`src/shared/scirq_pkg.sv`:
```
// Constants, field layout and state record of the smart card interrupt cause/mask block.
// Assumes a 32-bit Avalon-MM slave port with byte addresses equal to four times
// each register index; the event sources sit outside this block.
//
// How it works
// - Cause read clears timeout, card, supply, sent bits
// - Only the selected interface feeds the cause bits
// - Async mode: bit 7 set on wait timeout
// - Sync mode: bit 7 set at length terminal count
// - Bit 6 set on card insert/remove or fault
// - Card event captured despite clock gate, power-down
// - Bit 5 set on supply timer expiry
// - Bit 4 follows receive FIFO not empty
// - Bypass: bit 4 set on data falling edge
// - Bit 3 on tx empty/full; tx-control read clears
// - Bit 2 set on each byte or check byte sent
// - Character protocol: no bit 2 on break-ended byte
// - Bit 1 on break or underrun; tx-control read clears
// - Bit 0 on overrun or parity; rx-control read clears
// - Mask bit gates its cause bit onto interrupt
// - Mask bits map one-to-one onto cause bits
// - Sync mode: mask bit 7 enables length interrupt
// - Select 00 none, 01 external, 1X internal
// - Length load 0 disables counting, 1..255 enables
package scirq_pkg;

   // ---------------------------------------------------------------
   // Register indices (byte address is four times the index)
   // ---------------------------------------------------------------
   localparam logic [15:0] SCIRQ_IDX_SELECT = 16'hFE00;
   localparam logic [15:0] SCIRQ_IDX_CAUSE = 16'hFE01;
   localparam logic [15:0] SCIRQ_IDX_MASK = 16'hFE02;
   localparam logic [15:0] SCIRQ_IDX_MODE = 16'hFE10;
   localparam logic [15:0] SCIRQ_IDX_LENGTH = 16'hFE11;
   localparam logic [15:0] SCIRQ_IDX_TXCTL = 16'hFE12;
   localparam logic [15:0] SCIRQ_IDX_RXCTL = 16'hFE13;
   localparam int SCIRQ_ADDR_W = 18;

   // ---------------------------------------------------------------
   // Cause and mask bit positions
   // ---------------------------------------------------------------
   localparam int SCIRQ_B_TIMEOUT = 7;
   localparam int SCIRQ_B_CARD = 6;
   localparam int SCIRQ_B_SUPPLY = 5;
   localparam int SCIRQ_B_RXAV = 4;
   localparam int SCIRQ_B_TXEVT = 3;
   localparam int SCIRQ_B_TXDONE = 2;
   localparam int SCIRQ_B_TX_ERROR_FLAG = 1;
   localparam int SCIRQ_B_RX_ERROR_FLAG = 0;

   // Bits cleared by reads of the cause (bypass adds rx available), tx control and rx control registers
   localparam logic [7:0] SCIRQ_CAUSE_RDCLR = 8'hE4;
   localparam logic [7:0] SCIRQ_BYPASS_RDCLR = 8'h10;
   localparam logic [7:0] SCIRQ_TXCTL_CLR = 8'h0A;
   localparam logic [7:0] SCIRQ_RXCTL_CLR = 8'h01;

   // ---------------------------------------------------------------
   // Select register fields
   // ---------------------------------------------------------------
   localparam int SCIRQ_SEL_LSB = 2;
   localparam int SCIRQ_BYPASS_BIT = 1;
   localparam logic [1:0] SCIRQ_SEL_NONE = 2'h0;
   localparam logic [1:0] SCIRQ_SEL_EXT = 2'h1;

   // Mode register fields
   localparam int SCIRQ_MODE_SYNC = 0;
   localparam int SCIRQ_MODE_T0 = 1;
   localparam int SCIRQ_MODE_BRKEN = 2;

   // Reset values
   localparam logic [7:0] SCIRQ_CAUSE_RST = 8'h00;
   localparam logic [7:0] SCIRQ_MASK_RST = 8'h00;

   // ---------------------------------------------------------------
   // Event bundle from one card interface
   // ---------------------------------------------------------------
   typedef struct packed {
      logic wait_timeout;
      logic card_detect_pin;
      logic fault;
      logic supply_stable_timer;
      logic rx_not_empty;
      logic tx_fifo_empty;
      logic tx_fifo_full;
      logic byte_sent;
      logic check_sent;
      logic break_at_end;
      logic break_detected;
      logic tx_underrun;
      logic rx_overrun;
      logic rx_parity;
      logic card_clk;
      logic card_data;
   } scirq_evt_t;

   // Whole state of the block
   typedef struct packed {
      logic [7:0] cause;
      logic [7:0] mask;
      logic [1:0] sel;
      logic bypass;
      logic sync;
      logic t0;
      logic brk_en;
      logic [7:0] len_load;
      logic [7:0] len_cnt;
      logic len_run;
      logic clk_prev;
      logic dat_prev;
      logic txe_prev;
      logic txf_prev;
      logic brk_prev;
      logic und_prev;
      logic wreq;
      logic [31:0] rdata;
      logic irq;
   } scirq_state_t;

   localparam scirq_state_t SCIRQ_STATE_RST = '{cause: SCIRQ_CAUSE_RST, mask: SCIRQ_MASK_RST,
                                                wreq: 1'b1, default: '0};

endpackage : scirq_pkg

```
`src/rtl/scirq_top.sv`:
```
// Smart card interrupt cause and mask registers with their Avalon-MM slave.
// Assumes event inputs are synchronous to clk and that the master keeps its
// request steady until it sees waitrequest low.
`timescale 1ns/1ns
`default_nettype none

module scirq_top
   import scirq_pkg::*;
(
   input wire logic clk,
   input wire logic nrst,
   input wire logic [SCIRQ_ADDR_W-1:0] avs_address,
   input wire logic avs_read,
   input wire logic avs_write,
   input wire logic [31:0] avs_writedata,
   output logic [31:0] avs_readdata,
   output logic avs_waitrequest,
   input wire scirq_evt_t evt_int,
   input wire scirq_evt_t evt_ext,
   input wire logic logic_clk_gated,
   input wire logic power_down_bit,
   output logic card_irq
);

   // ---------------------------------------------------------------
   // State
   // ---------------------------------------------------------------
   scirq_state_t s_q;
   scirq_state_t s_d;
   scirq_evt_t ev;
   logic [7:0] set_v;
   logic [7:0] clr_v;
   logic [15:0] idx;
   logic req;
   logic take;
   logic live;
   logic clk_fall;
   logic len_done;

   assign idx = avs_address[SCIRQ_ADDR_W-1:2];
   assign req = avs_read | avs_write;
   assign take = req & ~s_q.wreq;

   // ---------------------------------------------------------------
   // Next state
   // ---------------------------------------------------------------
   always_comb begin
      s_d = s_q;
      set_v = 8'h00;
      clr_v = 8'h00;
      clk_fall = 1'b0;
      len_done = 1'b0;

      // Interface choice; unselected interfaces never reach the cause bits
      case (s_q.sel)
         SCIRQ_SEL_NONE: ev = '0;
         SCIRQ_SEL_EXT: ev = evt_ext;
         default: ev = evt_int;
      endcase

      // Everything but card events stops while the logic clock is off
      live = ~logic_clk_gated & ~power_down_bit;

      s_d.clk_prev = ev.card_clk;
      s_d.dat_prev = ev.card_data;
      s_d.txe_prev = ev.tx_fifo_empty;
      s_d.txf_prev = ev.tx_fifo_full;
      s_d.brk_prev = ev.break_detected;
      s_d.und_prev = ev.tx_underrun;

      // Length counter on falling card clock; a zero load never runs
      clk_fall = s_q.clk_prev & ~ev.card_clk;
      if (s_q.len_run && s_q.sync && clk_fall && live) begin
         s_d.len_cnt = s_q.len_cnt + 8'h01;
         if (s_q.len_cnt + 8'h01 == s_q.len_load) begin
            len_done = 1'b1;
            s_d.len_run = 1'b0;
         end
      end

      // Event sources for each cause bit
      if (s_q.sync) begin
         set_v[SCIRQ_B_TIMEOUT] = len_done;
      end else begin
         set_v[SCIRQ_B_TIMEOUT] = ev.wait_timeout & live;
      end
      set_v[SCIRQ_B_CARD] = ev.card_detect_pin | ev.fault;
      set_v[SCIRQ_B_SUPPLY] = ev.supply_stable_timer & live;
      if (s_q.bypass) begin
         set_v[SCIRQ_B_RXAV] = s_q.dat_prev & ~ev.card_data & live;
      end else begin
         set_v[SCIRQ_B_RXAV] = ev.rx_not_empty & live;
      end
      set_v[SCIRQ_B_TXEVT] = live & ((ev.tx_fifo_empty & ~s_q.txe_prev) |
                             (ev.tx_fifo_full & ~s_q.txf_prev));
      set_v[SCIRQ_B_TXDONE] = live & ((ev.byte_sent &
                              ~(s_q.t0 & s_q.brk_en & ev.break_at_end)) |
                              ev.check_sent);
      set_v[SCIRQ_B_TX_ERROR_FLAG] = live & ((ev.break_detected & ~s_q.brk_prev) |
                             (ev.tx_underrun & ~s_q.und_prev));
      set_v[SCIRQ_B_RX_ERROR_FLAG] = live & (ev.rx_overrun | ev.rx_parity);

      // Clears; a cause read clears only the bits it actually returned
      if (take && avs_read) begin
         case (idx)
            SCIRQ_IDX_CAUSE: begin
               clr_v = s_q.rdata[7:0] & (SCIRQ_CAUSE_RDCLR |
                       (s_q.bypass ? SCIRQ_BYPASS_RDCLR : 8'h00));
            end
            SCIRQ_IDX_TXCTL: clr_v = SCIRQ_TXCTL_CLR;
            SCIRQ_IDX_RXCTL: clr_v = SCIRQ_RXCTL_CLR;
            default: clr_v = 8'h00;
         endcase
      end
      // Outside bypass the rx bit is a plain level of the FIFO state
      if (!s_q.bypass && !(ev.rx_not_empty & live)) begin
         clr_v[SCIRQ_B_RXAV] = 1'b1;
      end
      s_d.cause = (s_q.cause & ~clr_v) | set_v;

      // Register writes take effect on the accepting edge
      if (take && avs_write) begin
         case (idx)
            SCIRQ_IDX_SELECT: begin
               s_d.sel = avs_writedata[SCIRQ_SEL_LSB+1:SCIRQ_SEL_LSB];
               s_d.bypass = avs_writedata[SCIRQ_BYPASS_BIT];
            end
            SCIRQ_IDX_MASK: s_d.mask = avs_writedata[7:0];
            SCIRQ_IDX_MODE: begin
               s_d.sync = avs_writedata[SCIRQ_MODE_SYNC];
               s_d.t0 = avs_writedata[SCIRQ_MODE_T0];
               s_d.brk_en = avs_writedata[SCIRQ_MODE_BRKEN];
            end
            SCIRQ_IDX_LENGTH: begin
               s_d.len_load = avs_writedata[7:0];
               s_d.len_cnt = 8'h00;
               s_d.len_run = (avs_writedata[7:0] != 8'h00);
            end
            default: begin
            end
         endcase
      end

      // One wait cycle, then the answer; read data is caught first
      s_d.wreq = ~(req & s_q.wreq);
      if (req && s_q.wreq && avs_read) begin
         case (idx)
            SCIRQ_IDX_SELECT: begin
               s_d.rdata = {28'h0000000, s_q.sel, s_q.bypass, 1'b0};
            end
            SCIRQ_IDX_CAUSE: s_d.rdata = {24'h000000, s_q.cause};
            SCIRQ_IDX_MASK: s_d.rdata = {24'h000000, s_q.mask};
            SCIRQ_IDX_MODE: s_d.rdata = {29'h00000000, s_q.brk_en, s_q.t0, s_q.sync};
            SCIRQ_IDX_LENGTH: s_d.rdata = {15'h0000, s_q.len_run, s_q.len_cnt, s_q.len_load};
            SCIRQ_IDX_TXCTL: begin
               s_d.rdata = {28'h0000000, ev.tx_fifo_empty, ev.tx_fifo_full,
                            ev.break_detected, ev.tx_underrun};
            end
            SCIRQ_IDX_RXCTL: s_d.rdata = {30'h00000000, ev.rx_overrun, ev.rx_parity};
            default: s_d.rdata = 32'h00000000;
         endcase
      end

      s_d.irq = |(s_d.cause & s_d.mask);
   end

   always_ff @(posedge clk or negedge nrst) begin
      if (!nrst) begin
         s_q <= SCIRQ_STATE_RST;
      end else begin
         s_q <= s_d;
      end
   end

   assign avs_readdata = s_q.rdata;
   assign avs_waitrequest = s_q.wreq;
   assign card_irq = s_q.irq;

   // ---------------------------------------------------------------
   // Checks
   // ---------------------------------------------------------------
   irq_or_mask_a: assert property (@(posedge clk) disable iff (!nrst)
      card_irq == |(s_q.cause & s_q.mask))
      else $error("interrupt differs from cause and mask");

   mask_write_a: assert property (@(posedge clk) disable iff (!nrst)
      (take && avs_write && idx == SCIRQ_IDX_MASK) |=> s_q.mask == $past(avs_writedata[7:0]))
      else $error("mask write lost");

   cause_rdclr_a: assert property (@(posedge clk) disable iff (!nrst)
      (take && avs_read && idx == SCIRQ_IDX_CAUSE && set_v == 8'h00)
      |=> (s_q.cause & $past(s_q.rdata[7:0]) & SCIRQ_CAUSE_RDCLR) == 8'h00)
      else $error("cause read did not clear");

   set_wins_a: assert property (@(posedge clk) disable iff (!nrst)
      (set_v != 8'h00) |=> (s_q.cause & $past(set_v)) == $past(set_v))
      else $error("event lost");

   rx_level_a: assert property (@(posedge clk) disable iff (!nrst)
      (!s_q.bypass && !set_v[SCIRQ_B_RXAV]) |=> !s_q.cause[SCIRQ_B_RXAV])
      else $error("rx available not cleared by empty FIFO");

   card_event_a: assert property (@(posedge clk) disable iff (!nrst)
      (s_q.sel != SCIRQ_SEL_NONE && ev.card_detect_pin) |=> s_q.cause[SCIRQ_B_CARD])
      else $error("card event missed");

   txctl_clear_a: assert property (@(posedge clk) disable iff (!nrst)
      (take && avs_read && idx == SCIRQ_IDX_TXCTL && set_v[3] == 1'b0 && set_v[1] == 1'b0)
      |=> !s_q.cause[SCIRQ_B_TXEVT] && !s_q.cause[SCIRQ_B_TX_ERROR_FLAG])
      else $error("tx control read did not clear");

   length_zero_a: assert property (@(posedge clk) disable iff (!nrst)
      (s_q.len_load == 8'h00) |-> !len_done)
      else $error("length counter ran with zero load");

   no_select_a: assert property (@(posedge clk) disable iff (!nrst)
      (s_q.sel == SCIRQ_SEL_NONE) |-> set_v == 8'h00)
      else $error("unselected interface raised a cause");

   answer_a: assert property (@(posedge clk) disable iff (!nrst)
      (req && avs_waitrequest) |=> !avs_waitrequest ##1 avs_waitrequest)
      else $error("bus answer not in one cycle");

endmodule : scirq_top

`default_nettype wire

```
`config.mk`:
```
export PLATFORM = sky130hd
export DESIGN_NAME = scirq_top
export DESIGN_NICKNAME = d
export VERILOG_FILES = /design/src/shared/scirq_pkg.sv /design/src/rtl/scirq_top.sv
export SDC_FILE = /design/constraint.sdc
export NUM_CORES = 1
export LEC_CHECK = 0
export ABC_CLOCK_PERIOD_IN_PS = 2100
export BUFFER_PORTS_ARGS = -buffer_cell sky130_fd_sc_hd__buf_4
export CAP_MARGIN = 10
export CORE_MARGIN = 10
export CORE_UTILIZATION = 25
export CTS_BUF_LIST = sky130_fd_sc_hd__clkbuf_16
export DETAILED_ROUTE_END_ITERATION = 12
export MAX_ROUTING_LAYER = met4
export SETUP_SLACK_MARGIN = 0.1
export SLEW_MARGIN = 20
export SYNTH_ARGS = -nofsm -noshare
export SYNTH_HDL_FRONTEND = slang
export SYNTH_SLANG_ARGS = --single-unit
```
`constraint.sdc`:
```
create_clock -name clk -period 2.1 [get_ports clk]
set_input_delay 0.105 -clock clk [delete_from_list [all_inputs] [get_ports clk]]
set_output_delay 0.105 -clock clk [all_outputs]
set_load 0.05 [all_outputs]
```
==> metrics.txt <==
status complete, no violations; clock latency at the later pin of the worst-skew pair 0.32 ns; setup violators final 0; final hold slack 0.0104 ns; fin. max-slew vios 0; Hold Fails Final Rpt 0; share of layout cells above drive strength 1 34.5%; Synth Area per Inst 9.55 um^2; max-cap violation count 0; most used flip-flop cell after synthesis dfrtp_1; FF+latch count, synth 64; Synth Warn # 0; post-synth top area cell dfrtp_1; via-per-instance ratio 4.80; Final WS setup 0.109 ns; GRT Residual Overflow 0; Rows 44; fin nets 579; clock tree from TritonCTS done; Tcrit/Tclk final 94.8%; Final Routed Wirelength 11500 um; Setup crit start kind flop; Netlist cell types 53; drt pass-1 iters 4; skew final 0.00386 ns; Die W 141 um; WL/cell 16.9 um; asr flop ratio synth 100%; placed cells 659; Leak 2.31 nW; clk sinks 64; top cell type's share of synthesized area 43.2%; unrepaired setup endpoints after global routing true; via count 3262; core box area 0.0144 mm^2; Worst VDD drop 0.000372 V; largest net degree at the start of global routing 65; Setup crit end kind flop; Initial Util 25.3%; HPWL after DPL 9100 um; Hold Path Stages 3; clock slew seen by the registers of the worst setup and hold paths 0.05 ns; ANT nets after route 0; slew margin rel. 44.8%; vias in the first global route 3443; Fmax 502 MHz; drt drc 0; routability-driven placement congestion ratio 0.905; Hold/Removal Path Class primary input to flop; most numerous cell in the Yosys netlist dfrtp_1; H-Tree Depth 3; DIE AREA 0.0198 mm^2; CP required 2.29 ns; Non-Filler Instances 679; Cell Area, Synth 0.00365 mm^2; CTS Buf Count 9; initial antenna violation count 0; kind of critical path flop to flop; die height 141 um; CP Max Fanout 13; I/O pins 122; commonest cells in the synthesized netlist dfrtp_1 (63), nand2_1 (53), buf_4 (33), o21ai_0 (30), a21oi_1 (14); Crit path arrival time 2.18 ns; Layout area overhead 35.1%; Mapped Cells 382; internal reg-to-reg setup slack 0.11 ns; number of synthesized flops with an enable pin 0; All-Layer GR Usage 11.8%; cells on worst reg2reg path 7; CTS Buffer Depth 2; clock tree root buffer cell clkbuf_16; post-layout min period 1.99 ns; First DRT Iteration DRCs 125; first-pass GRT wire length 18200 um; PwrDens 574 mW/mm^2; Slew @ Worst Pin 0.828 ns; diode count 0; power after layout 2.83 mW; Seq/Total Area, Yosys 43.9%; Synth area leaders dfrtp_1 (43%), buf_4 (6.8%), nand2_1 (5.5%); I/O Buffers 80; Place WS -0.0998 ns
-- final timing paths --
kind,start,endpoint
max in group asynchronous,nrst,s_q[39]
max reg2reg,s_q[62],card_irq
max,s_q[62],card_irq
min in group asynchronous,nrst,s_q[38]
min reg2reg,avs_readdata[15],avs_readdata[15]
min,evt_int[1],s_q[39]
-- power by group --
| part | internal [mW] | leakage, nW | switching, mW |
|---|---|---|---|
| Clock | 0.776 | 0.136 | 0.522 |
| Sequential | 1.24 | 0.886 | 0.00392 |
| Combinational | 0.108 | 1.29 | 0.179 |
-- cell type report --
| type | count | area (um^2) |
|---|---|---|
| inverter | 6 | 22.5 |
| sequential | 64 | 1600 |
| timing repair buffer | 131 | 1020 |
| multi-input combinational | 278 | 1800 |
| clock buffer | 9 | 225 |
| clock inverter | 7 | 32.5 |
| fill | 1533 | 9500 |
| tap | 184 | 230 |
-- flip-flops by register name, summed over array words and instances, names as in the netlist --
signal,cells
avs_readdata,17
card_irq,1
s_q,45
avs_waitrequest,1
-- cell usage in the layout, fill, tap and decap left out, types with 8 or more instances in the layout --
cell	netlist	layout
buf_4	33	126
dfrtp_1	63	63
nand2_1	53	52
o21ai_0	30	27
conb_1	1	15
a21oi_1	14	13
a22o_1	12	12
mux2_2	11	11
nor2_1	12	11
nor3_1	11	11
nand4_1	10	10
xnor2_1	9	9
inv_1	6	9
a22oi_1	9	9
clkbuf_16	0	9
nand3_1	8	8
-- metal layers --
layer,share of wire [%],global-route usage [%]
met1,45,14.3
met4,1.4,3.80
met5,0,-
met2,50,19.2
met3,3.2,2.28
-- stage by stage --
step                      setup TNS [ns]  util (%)  instance area, um^2
final                                  0      34.2                 4930
after global routing             -0.0538      34.2                 4930
after floorplan                        0         -                 3700
after global placement            -0.254      31.9                 4600
after CTS                              0      34.0                 4910
after detailed placement          -0.234      31.9                 4600
-- critical path, cell delays in order (launching register included) --
cell	delay, ns
dfrtp_1	0.42
buf_12	0.16
a22o_1	0.24
a22oi_1	0.27
o31ai_1	0.13
a2111oi_1	0.35
buf_4	0.18
nand4_1	0.09
-- cells by family after synthesis --
family          after synthesis  synth area share (%)
other cells                   1                 0.103
compound gates               92                  16.2
mux                          23                  7.61
xor+xnor                     12                  2.88
flops                        64                  43.9
fa+ha+maj                     1                 0.343
buf+inv                      54                  9.16
simple gates                135                  19.8
-- repair_timing --
action,CTS,global route
pin swaps,3,1
gates cloned,0,0
setup endpoints to repair,1,3
endpoints found under the hold margin,64,0
resized for setup,6,5
hold buffers,3,0
setup buffers,1,0
No activity file was read; power rests on OpenSTA's default activity.
